`config.mk`:
```
export PLATFORM = sky130hd
export DESIGN_NAME = rcc_ctrl_regs
export DESIGN_NICKNAME = d
export VERILOG_FILES = /design/src/verilog/rcc_ctrl_regs_dummy_never.sv /design/src/verilog/rcc_pkg.sv /design/src/verilog/rcc_pin_if.sv /design/src/verilog/rcc_pin_sync.sv /design/src/verilog/rcc_chan_decode.sv /design/src/verilog/rcc_ctrl_regs.sv
export SDC_FILE = /design/constraint.sdc
export NUM_CORES = 1
export LEC_CHECK = 0
export ABC_AREA = 1
export BUFFER_PORTS_ARGS = -buffer_cell sky130_fd_sc_hd__buf_2
export CAP_MARGIN = 20
export CORE_MARGIN = 3
export CORE_UTILIZATION = 50
export CTS_CLUSTER_SIZE = 30
export DETAILED_ROUTE_END_ITERATION = 8
export MAX_ROUTING_LAYER = met4
export PLACE_DENSITY = 0.68
export SYNTH_ARGS = -nofsm -noshare
export SYNTH_HDL_FRONTEND = slang
export SYNTH_SLANG_ARGS = --single-unit
```
`constraint.sdc`:
```
create_clock -name clk -period 2 [get_ports clk]
set_clock_uncertainty 0.1 [all_clocks]
set_input_delay 0.1 -clock clk [delete_from_list [all_inputs] [get_ports clk]]
set_output_delay 0.1 -clock clk [all_outputs]
set_load 0.02 [all_outputs]
```
`src/verilog/rcc_ctrl_regs_dummy_never.sv`:
```
`timescale 1ns/1ps
`default_nettype none
`default_nettype wire

```
`src/verilog/rcc_pkg.sv`:
```
`default_nettype none
package rcc_pkg;
   localparam int NUM_CH = 2;
   localparam int BIT_SLEEP = 7;
   localparam int BIT_BUF_OFF = 6;
   localparam int GAIN_HI = 5;
   localparam int GAIN_LO = 4;
   localparam int SHIFT_SIGN = 3;
   localparam int SHIFT_MAG_HI = 2;
   localparam int TRIM_HI = 7;
   localparam int TRIM_LO = 4;
   localparam int SWING_HI = 3;
   localparam int SWING_MAG_HI = 2;
   // channel 1 swing register lives elsewhere; seen only as broadcast source
   localparam logic [7:0] ADDR_CH1_SWING_BW = 8'h01;
   localparam logic [7:0] ADDR_CH1_TH_GAIN = 8'h02;
   localparam logic [7:0] ADDR_RSVD_A = 8'h03;
   localparam logic [7:0] ADDR_RSVD_B = 8'h04;
   localparam logic [7:0] ADDR_RSVD_C = 8'h05;
   localparam logic [7:0] ADDR_RSVD_D = 8'h06;
   localparam logic [7:0] ADDR_CH2_SWING_BW = 8'h07;
   localparam logic [7:0] ADDR_CH2_TH_GAIN = 8'h08;
   localparam logic [7:0] ADDR_RSVD_E = 8'h09;
   localparam logic [7:0] ADDR_RSVD_F = 8'h0A;
   localparam logic [7:0] ADDR_TH_GAIN [NUM_CH] = '{8'h02, 8'h08};
   localparam logic [7:0] RST_TH_GAIN = 8'h00;
   localparam logic [7:0] RST_SWING_BW = 8'h00;
   localparam logic [1:0] GAIN_DEFAULT = 2'h0;
   localparam logic [1:0] GAIN_UNDEFINED = 2'h1;
   localparam logic [1:0] GAIN_MEDIUM = 2'h2;
   localparam logic [1:0] GAIN_MINIMUM = 2'h3;
   localparam int SWING_STEP_MV = 50;
   localparam int SWING_UPPER_MV = 250;
   localparam logic [3:0] SWING_UPPER_BASE = 4'(SWING_UPPER_MV / SWING_STEP_MV);
   localparam logic [3:0] BYTE_BITS = 4'h8;
   // arbitrary neutral value
   localparam logic [6:0] DEV_ADDR_DEFAULT = 7'h2A;
   localparam logic PIN_IDLE = 1'b1;
endpackage : rcc_pkg
`default_nettype wire

```
`src/verilog/rcc_pin_if.sv`:
```
`timescale 1ns/1ps
`default_nettype none
interface rcc_pin_if;
   logic sclRise;
   logic sclFall;
   logic sdaLevel;
   logic startSeen;
   logic stopSeen;
   modport sync (output sclRise, sclFall, sdaLevel, startSeen, stopSeen);
   modport ctrl (input sclRise, sclFall, sdaLevel, startSeen, stopSeen);
endinterface : rcc_pin_if
`default_nettype wire

```
`src/verilog/rcc_pin_sync.sv`:
```
`timescale 1ns/1ps
`default_nettype none
module rcc_pin_sync (
   input wire logic clk,
   input wire logic rst_n,
   input wire logic sclIn,
   input wire logic sdaIn,
   rcc_pin_if.sync pins
);
   logic [1:0] raw;
   logic [1:0] meta_reg;
   logic [1:0] meta_next;
   logic [1:0] sync_reg;
   logic [1:0] sync_next;
   logic [1:0] prev_reg;
   logic [1:0] prev_next;

   assign raw = {sdaIn, sclIn};

   // bit 0 is the clock pin, bit 1 the data pin
   for (genvar i = 0; i < 2; i++) begin : g_pin
      always_comb begin
         meta_next[i] = raw[i];
         sync_next[i] = meta_reg[i];
         prev_next[i] = sync_reg[i];
      end
      always_ff @(posedge clk or negedge rst_n) begin
         if (!rst_n) begin
            meta_reg[i] <= rcc_pkg::PIN_IDLE;
            sync_reg[i] <= rcc_pkg::PIN_IDLE;
            prev_reg[i] <= rcc_pkg::PIN_IDLE;
         end else begin
            meta_reg[i] <= meta_next[i];
            sync_reg[i] <= sync_next[i];
            prev_reg[i] <= prev_next[i];
         end
      end
   end

   assign pins.sclRise = sync_reg[0] & ~prev_reg[0];
   assign pins.sclFall = ~sync_reg[0] & prev_reg[0];
   assign pins.sdaLevel = sync_reg[1];
   // data moving while the clock stays high marks frame edges
   assign pins.startSeen = sync_reg[0] & prev_reg[0] & prev_reg[1]
      & ~sync_reg[1];
   assign pins.stopSeen = sync_reg[0] & prev_reg[0] & ~prev_reg[1]
      & sync_reg[1];
endmodule : rcc_pin_sync
`default_nettype wire

```
`src/verilog/rcc_chan_decode.sv`:
```
`timescale 1ns/1ps
`default_nettype none
module rcc_chan_decode (
   input wire logic clk,
   input wire logic rst_n,
   input wire logic [7:0] ctrlByte,
   output logic channelSleep,
   output logic outputBufferOff,
   output logic [1:0] attenuationStep,
   output logic [3:0] decisionShift
);
   logic sleep_next;
   logic bufOff_next;
   logic [1:0] step_next;
   logic [3:0] shift_next;
   logic [3:0] mag;

   always_comb begin
      mag = {1'b0, ctrlByte[rcc_pkg::SHIFT_MAG_HI:0]};
      sleep_next = ctrlByte[rcc_pkg::BIT_SLEEP];
      bufOff_next = ctrlByte[rcc_pkg::BIT_BUF_OFF];
      step_next = ctrlByte[rcc_pkg::GAIN_HI:rcc_pkg::GAIN_LO];
      if (step_next == rcc_pkg::GAIN_UNDEFINED) begin
         step_next = rcc_pkg::GAIN_DEFAULT;
      end
      // sign-magnitude to two's complement, both zeros map to 0
      if (ctrlByte[rcc_pkg::SHIFT_SIGN]) begin
         shift_next = 4'h0 - mag;
      end else begin
         shift_next = mag;
      end
   end

   always_ff @(posedge clk or negedge rst_n) begin
      if (!rst_n) begin
         channelSleep <= 1'b0;
         outputBufferOff <= 1'b0;
         attenuationStep <= rcc_pkg::GAIN_DEFAULT;
         decisionShift <= 4'h0;
      end else begin
         channelSleep <= sleep_next;
         outputBufferOff <= bufOff_next;
         attenuationStep <= step_next;
         decisionShift <= shift_next;
      end
   end
endmodule : rcc_chan_decode
`default_nettype wire

```
`src/verilog/rcc_ctrl_regs.sv`:
```
// Contract
// - control bit 7 puts channel to sleep
// - control bit 6 turns output buffer off
// - bits 5:4 pick gain attenuation step
// - bits 3:0 sign-magnitude decision threshold shift
// - swing register upper nibble trims bandwidth
// - lower nibble sets output swing steps
// - channel 1 control byte at 0x02
// - channel 2 trim and swing at 0x07
// - channel 2 control byte at 0x08
// - channel 2 registers reset to zero
// - 0x03 to 0x06 hold nothing
// - 0x09 and 0x0A hold nothing
// - broadcast mode copies write to all channels
`timescale 1ns/1ps
`default_nettype none
module rcc_ctrl_regs #(
   parameter logic [6:0] DEV_ADDR = rcc_pkg::DEV_ADDR_DEFAULT
) (
   input wire logic clk,
   input wire logic rst_n,
   input wire logic sclIn,
   input wire logic sdaIn,
   output logic sdaOut,
   output logic sdaOe,
   input wire logic broadcastWrite,
   output logic [rcc_pkg::NUM_CH-1:0] channelSleep,
   output logic [rcc_pkg::NUM_CH-1:0] outputBufferOff,
   output logic [rcc_pkg::NUM_CH-1:0][1:0] attenuationStep,
   output logic [rcc_pkg::NUM_CH-1:0][3:0] decisionShift,
   output logic [3:0] bandwidthTrim,
   output logic [3:0] outputSwingSteps
);
   typedef enum logic [2:0] {
      ST_IDLE,
      ST_ADDR,
      ST_REG,
      ST_WDATA,
      ST_ACK,
      ST_RDATA,
      ST_RACK
   } rcc_state_t;

   rcc_pin_if pins ();

   rcc_pin_sync u_sync (
      .clk(clk),
      .rst_n(rst_n),
      .sclIn(sclIn),
      .sdaIn(sdaIn),
      .pins(pins.sync)
   );

   rcc_state_t state_reg;
   rcc_state_t state_next;
   rcc_state_t ackNext_reg;
   rcc_state_t ackNext_next;
   logic [3:0] bitCnt_reg;
   logic [3:0] bitCnt_next;
   logic [7:0] rxShift_reg;
   logic [7:0] rxShift_next;
   logic [7:0] txShift_reg;
   logic [7:0] txShift_next;
   logic [7:0] ptr_reg;
   logic [7:0] ptr_next;
   logic sdaOe_next;
   logic wrPulse_reg;
   logic wrPulse_next;
   logic [7:0] wrAddr_reg;
   logic [7:0] wrAddr_next;
   logic [7:0] wrData_reg;
   logic [7:0] wrData_next;
   logic [7:0] readByte;
   logic [rcc_pkg::NUM_CH-1:0][7:0] thGain_reg;
   logic [rcc_pkg::NUM_CH-1:0][7:0] thGain_next;
   logic [7:0] swing_reg;
   logic [7:0] swing_next;
   logic [3:0] trim_next;
   logic [3:0] steps_next;

   // register readback; reserved and unmapped bytes read zero
   always_comb begin
      case (ptr_reg)
         rcc_pkg::ADDR_CH1_TH_GAIN: readByte = thGain_reg[0];
         rcc_pkg::ADDR_CH2_SWING_BW: readByte = swing_reg;
         rcc_pkg::ADDR_CH2_TH_GAIN: readByte = thGain_reg[1];
         default: readByte = 8'h00;
      endcase
   end

   // serial slave: bits taken on clock rise, driven after clock fall
   always_comb begin
      state_next = state_reg;
      ackNext_next = ackNext_reg;
      bitCnt_next = bitCnt_reg;
      rxShift_next = rxShift_reg;
      txShift_next = txShift_reg;
      ptr_next = ptr_reg;
      sdaOe_next = sdaOe;
      wrPulse_next = 1'b0;
      wrAddr_next = wrAddr_reg;
      wrData_next = wrData_reg;
      if (pins.stopSeen) begin
         state_next = ST_IDLE;
         sdaOe_next = 1'b0;
      end else if (pins.startSeen) begin
         state_next = ST_ADDR;
         bitCnt_next = 4'h0;
         sdaOe_next = 1'b0;
      end else begin
         case (state_reg)
            ST_ADDR, ST_REG, ST_WDATA: begin
               if (pins.sclRise && bitCnt_reg != rcc_pkg::BYTE_BITS) begin
                  rxShift_next = {rxShift_reg[6:0], pins.sdaLevel};
                  bitCnt_next = bitCnt_reg + 4'h1;
               end else if (pins.sclFall
                  && bitCnt_reg == rcc_pkg::BYTE_BITS) begin
                  bitCnt_next = 4'h0;
                  state_next = ST_ACK;
                  sdaOe_next = 1'b1;
                  case (state_reg)
                     ST_ADDR: begin
                        if (rxShift_reg[7:1] != DEV_ADDR) begin
                           state_next = ST_IDLE;
                           sdaOe_next = 1'b0;
                        end else if (rxShift_reg[0]) begin
                           ackNext_next = ST_RDATA;
                        end else begin
                           ackNext_next = ST_REG;
                        end
                     end
                     ST_REG: begin
                        ptr_next = rxShift_reg;
                        ackNext_next = ST_WDATA;
                     end
                     default: begin
                        wrPulse_next = 1'b1;
                        wrAddr_next = ptr_reg;
                        wrData_next = rxShift_reg;
                        ptr_next = ptr_reg + 8'h01;
                        ackNext_next = ST_WDATA;
                     end
                  endcase
               end
            end
            ST_ACK: begin
               if (pins.sclFall) begin
                  state_next = ackNext_reg;
                  if (ackNext_reg == ST_RDATA) begin
                     txShift_next = readByte;
                     sdaOe_next = ~readByte[7];
                     bitCnt_next = 4'h1;
                     ptr_next = ptr_reg + 8'h01;
                  end else begin
                     sdaOe_next = 1'b0;
                  end
               end
            end
            ST_RDATA: begin
               if (pins.sclFall) begin
                  if (bitCnt_reg == rcc_pkg::BYTE_BITS) begin
                     sdaOe_next = 1'b0;
                     state_next = ST_RACK;
                  end else begin
                     txShift_next = {txShift_reg[6:0], 1'b0};
                     sdaOe_next = ~txShift_reg[6];
                     bitCnt_next = bitCnt_reg + 4'h1;
                  end
               end
            end
            ST_RACK: begin
               if (pins.sclRise && pins.sdaLevel) begin
                  state_next = ST_IDLE;
               end else if (pins.sclFall) begin
                  state_next = ST_RDATA;
                  txShift_next = readByte;
                  sdaOe_next = ~readByte[7];
                  bitCnt_next = 4'h1;
                  ptr_next = ptr_reg + 8'h01;
               end
            end
            default: begin
               state_next = state_reg;
            end
         endcase
      end
   end

   always_ff @(posedge clk or negedge rst_n) begin
      if (!rst_n) begin
         state_reg <= ST_IDLE;
         ackNext_reg <= ST_IDLE;
         bitCnt_reg <= 4'h0;
         rxShift_reg <= 8'h00;
         txShift_reg <= 8'h00;
         ptr_reg <= 8'h00;
         sdaOe <= 1'b0;
         sdaOut <= 1'b0;
         wrPulse_reg <= 1'b0;
         wrAddr_reg <= 8'h00;
         wrData_reg <= 8'h00;
      end else begin
         state_reg <= state_next;
         ackNext_reg <= ackNext_next;
         bitCnt_reg <= bitCnt_next;
         rxShift_reg <= rxShift_next;
         txShift_reg <= txShift_next;
         ptr_reg <= ptr_next;
         sdaOe <= sdaOe_next;
         sdaOut <= 1'b0;
         wrPulse_reg <= wrPulse_next;
         wrAddr_reg <= wrAddr_next;
         wrData_reg <= wrData_next;
      end
   end

   // register bank; any other address leaves every byte untouched
   always_comb begin
      thGain_next = thGain_reg;
      swing_next = swing_reg;
      if (wrPulse_reg) begin
         for (int c = 0; c < rcc_pkg::NUM_CH; c++) begin
            if (wrAddr_reg == rcc_pkg::ADDR_TH_GAIN[c]) begin
               thGain_next[c] = wrData_reg;
            end
            if (broadcastWrite && (wrAddr_reg == rcc_pkg::ADDR_CH1_TH_GAIN
               || wrAddr_reg == rcc_pkg::ADDR_CH2_TH_GAIN)) begin
               thGain_next[c] = wrData_reg;
            end
         end
         if (wrAddr_reg == rcc_pkg::ADDR_CH2_SWING_BW) begin
            swing_next = wrData_reg;
         end
         if (broadcastWrite
            && wrAddr_reg == rcc_pkg::ADDR_CH1_SWING_BW) begin
            swing_next = wrData_reg;
         end
      end
   end

   always_ff @(posedge clk or negedge rst_n) begin
      if (!rst_n) begin
         thGain_reg <= {rcc_pkg::NUM_CH{rcc_pkg::RST_TH_GAIN}};
         swing_reg <= rcc_pkg::RST_SWING_BW;
      end else begin
         thGain_reg <= thGain_next;
         swing_reg <= swing_next;
      end
   end

   for (genvar c = 0; c < rcc_pkg::NUM_CH; c++) begin : g_ch
      rcc_chan_decode u_dec (
         .clk(clk),
         .rst_n(rst_n),
         .ctrlByte(thGain_reg[c]),
         .channelSleep(channelSleep[c]),
         .outputBufferOff(outputBufferOff[c]),
         .attenuationStep(attenuationStep[c]),
         .decisionShift(decisionShift[c])
      );
   end

   // channel 2 trim and swing, swing counted in 50 mV steps
   always_comb begin
      trim_next = swing_reg[rcc_pkg::TRIM_HI:rcc_pkg::TRIM_LO];
      steps_next = {1'b0, swing_reg[rcc_pkg::SWING_MAG_HI:0]};
      if (swing_reg[rcc_pkg::SWING_HI]) begin
         steps_next = steps_next + rcc_pkg::SWING_UPPER_BASE;
      end
   end

   always_ff @(posedge clk or negedge rst_n) begin
      if (!rst_n) begin
         bandwidthTrim <= 4'h0;
         outputSwingSteps <= 4'h0;
      end else begin
         bandwidthTrim <= trim_next;
         outputSwingSteps <= steps_next;
      end
   end

   logic wrSleepBit;
   logic wrBufOffBit;
   logic wrToRsvd;
   logic ptrOnRsvd;
   assign wrSleepBit = wrData_reg[rcc_pkg::BIT_SLEEP];
   assign wrBufOffBit = wrData_reg[rcc_pkg::BIT_BUF_OFF];
   assign wrToRsvd = wrPulse_reg
      && ((wrAddr_reg >= rcc_pkg::ADDR_RSVD_A
      && wrAddr_reg <= rcc_pkg::ADDR_RSVD_D)
      || wrAddr_reg == rcc_pkg::ADDR_RSVD_E
      || wrAddr_reg == rcc_pkg::ADDR_RSVD_F);
   assign ptrOnRsvd = (ptr_reg >= rcc_pkg::ADDR_RSVD_A
      && ptr_reg <= rcc_pkg::ADDR_RSVD_D)
      || ptr_reg == rcc_pkg::ADDR_RSVD_E
      || ptr_reg == rcc_pkg::ADDR_RSVD_F;
endmodule : rcc_ctrl_regs
`default_nettype wire

```
==> results.rst <==
.. list-table::
   :header-rows: 1

   * - Metric
     - Value
   * - Run status
     - complete, no violations
   * - Gr ovfl total
     - 0
   * - Number of antenna violations at the first check in global routing
     - 0
   * - Pin count of the biggest net entering global routing
     - 47
   * - Endpoint class of the critical path
     - register
   * - Worst hold-check path type
     - in2reg
   * - Fin crit share
     - 0.983
   * - Gr usage total
     - 0.216
   * - Post-detailed-route wirelength per cell
     - 14.0 um
   * - Max-slew violation total from the final report
     - 0
   * - Cells along the critical path
     - inv_1 -> ha_1 -> nand3_1 -> o21ai_0 -> nand2_2 -> nor2_4 -> buf_4 -> nand2_1 -> o21ai_0
   * - CTS tree
     - yes
   * - CP peak stage delay
     - 0.45 ns
   * - Fraction of registers with async set/reset
     - 1.00
   * - Antenna diodes
     - 0
   * - Flip-flop count of the largest register, all copies and words added
     - 16
   * - Worst slew margin relative to its limit
     - 0.639
   * - Highest metal layer with signal wires
     - met4
   * - Fraction of the yosys area taken by sequential cells
     - 0.526
   * - Number of I/O port buffers
     - 29
   * - Final hold violations
     - 0
   * - Total placed instance area
     - 5310 sq um
   * - Most repeated library cell on the critical path
     - o21ai_0
   * - IR Drop Worst-Case VDD
     - 790 uV
   * - Synthesized Nets
     - 623
   * - Detailed route wirelength on metal2
     - 5450 um
   * - EDFF count, synth
     - 0
   * - Floorplan Core Area
     - 9500 sq um
   * - Netlist area before placement
     - 5010 sq um
   * - Wirelength, routed
     - 11000 um
   * - Crit path time final
     - 1.97 ns
   * - Setup Crit Path Kind
     - reg2reg
   * - First-pass iteration count of the detailed router
     - 6
   * - Mean area per synthesized cell
     - 8.22 sq um
   * - Global-route wire length before repair
     - 18800 um
   * - Commonest register cell after synthesis
     - dfrtp_1
   * - Placer Congestion
     - 0.918
   * - Number of I/O pins
     - 31
   * - Number of failing setup endpoints in the final timing report
     - 0
   * - Final-stage net count
     - 665
   * - Total chip power
     - 5.67 mW
   * - Utilization after layout
     - 0.587
   * - Antenna viol nets, final
     - 0
   * - Crit-path leading delay family
     - simple AND/OR/NAND/NOR gates
   * - Number of global-route vias before repair
     - 3875
   * - DR vias/cell
     - 5.22
   * - Number of distinct library cells after synthesis
     - 32
   * - Height of the chip
     - 106 um
   * - Horizontal die dimension
     - 106 um
   * - Area growth syn-to-layout
     - 11.2%
   * - Dominant cell type by area after synthesis
     - dfrtp_1
   * - Starting density of the core
     - 0.527
   * - Final worst-path setup slack
     - 0.0348 ns
   * - DRC violation count after routing
     - 0
   * - Wire length on met1
     - 4900 um
   * - Maximum count of clock buffers along a single path
     - 2
   * - Sum of buffers and inverters on the critical path
     - 2
   * - Total power density per cell area
     - 1020 nW/um^2
   * - Full die area
     - 11300 sq um
   * - Largest cells by area after synthesis
     - dfrtp_1 (49%), nand2_1 (15%), nand3_1 (7.7%), inv_1 (4.8%), o21ai_0 (4.5%)
   * - Number of max-capacitance violations reported
     - 0
   * - Ratio of cells with drive above 1 in the final layout
     - 0.151
   * - Clock latency on the worst-skew pair
     - 0.37 ns
   * - Actual transition at the worst max-transition pin
     - 0.541 ns
   * - Routed wl met3
     - 508 um
   * - Clock sink total
     - 105
   * - FP Rows
     - 35
   * - CP max-delay cell
     - dfrtp_2
   * - Post-synthesis register bit count
     - 105
   * - Via count
     - 4103
   * - Initial drt markers
     - 244
   * - Top fanout value on the critical path
     - 6
   * - Pre-CTS worst setup slack
     - 0.0491 ns
   * - Total half-perimeter wirelength after legalization and detailed placement
     - 7920 um
   * - Reported leakage power
     - 2.89 nW
   * - Total CTS buffers
     - 9
   * - Data arrival time of the critical path
     - 2.16 ns
   * - Design area
     - 5580 sq um
   * - Cell chosen for the clock root
     - clkbuf_8
   * - Max Clk Rate
     - 509 MHz
   * - Maximum level of the CTS H-tree
     - 3
   * - Clock edge transition at the registers on the reported setup and hold paths
     - 0.10 ns
   * - Portion of synthesized cell area occupied by the leading cell type
     - 0.494
   * - Critical path data required time
     - 2.19 ns
   * - Syn. warnings
     - 0
   * - Gate count of the mapped netlist
     - 610
   * - Critical Path Source Type
     - register
[per-stage QoR]
stage | std cells | TNS [ns] | hold slack, ns
detailed placement | 762 | 0 | -0.0109
finish | 786 | 0 | 0.0878
global route | 786 | -0.0453 | 0.104
CTS | 781 | 0 | 0.0814
global placement | 762 | 0 | -0.0144
floorplan | 610 | 0 | -0.296
[kinds of logic (layout without fill, tap and decap cells)]
kind of cell | after synthesis | count (layout) | synth area share
flip-flops | 105 | 105 | 0.526
other | 1 | 1 | 0.000748
XOR/XNOR | 7 | 7 | 0.0122
AND/OR/NAND/NOR | 324 | 325 | 0.278
AO/OA/AOI/OAI | 77 | 77 | 0.0864
buffers and inverters | 88 | 134 | 0.0774
adder cells (fa/ha/maj) | 8 | 8 | 0.0200
[layout make-up]
| type | instances | area [sq um] |
|---|---|---|
| tap | 129 | 161 |
| timing repair buffer | 50 | 325 |
| clock buffer | 10 | 128 |
| clock inverter | 6 | 51.3 |
| sequential | 105 | 2640 |
| inverter | 68 | 255 |
| fill | 874 | 3930 |
| multi-input combinational | 418 | 2020 |
[layout by cell type (no fill, tap or decap), types with 9 or more instances in the layout]
master,count
o21ai_1,9
clkbuf_8,9
nand3_1,77
o21ai_0,45
inv_1,64
dfrtp_1,96
buf_2,28
buf_4,18
nor2_1,29
o21ai_2,10
nand2_1,195
[final timing paths]
check                      slack (ns)                              to  depth (start not counted)                    startpoint
setup / recovery                 0.03          ptr_reg[2]$_DFFE_PN0P_                          9     bitCnt_reg[0]$_DFFE_PN0P_
hold / removal                   0.09      thGain_reg[13]$_DFFE_PN0P_                          5                broadcastWrite
setup reg to reg                 0.03          ptr_reg[2]$_DFFE_PN0P_                          9     bitCnt_reg[0]$_DFFE_PN0P_
hold reg to reg                  0.26  u_sync.pins.sdaLevel$_DFF_PN1_                          0  u_sync.meta_reg[1]$_DFF_PN1_
max in group asynchronous        0.98          ptr_reg[6]$_DFFE_PN0P_                          3                         rst_n
min in group asynchronous        0.13   outputSwingSteps[1]$_DFF_PN0_                          2                         rst_n
[power breakdown]
part | total, mW | internal (mW) | switching (mW)
clock | 1.21 | 0.469 | 0.745
combinational | 1.97 | 0.654 | 1.31
sequential | 2.49 | 2.30 | 0.190
total | 5.67 | 3.42 | 2.25
[timing repair]
item,in CTS,in global routing
buffers inserted,0,4
resized for setup,0,9
setup endpoints to repair,0,36
hold buffers,3,0
endpoints found under the hold margin,77,0
[layer usage]
metal | vias up | track usage
li1 | 2027 | -
met1 | 1947 | 0.283
met2 | 115 | 0.348
met3 | 14 | 0.0389
met4 | 0 | 0.0601
met5 | - | -
[cell usage after synthesis (5+ instances only)]
cell and instances:
dfstp_2 6, ha_1 8, nand4_1 5, xor2_1 7, nand2_1 197, inv_1 64, o21ai_0 45, nor2_1 31
a21oi_1 8, o21ai_1 9, buf_4 6, nand3_1 77, clkbuf_1 6, o21ai_2 10, dfrtp_1 99
[worst min-delay path: stages]
cell     delay, ns
buf_2         0.09
inv_1         0.11
o21ai_2       0.11
nand3_1       0.07
nand2_1       0.05
Power figures use the tool's default switching activity.
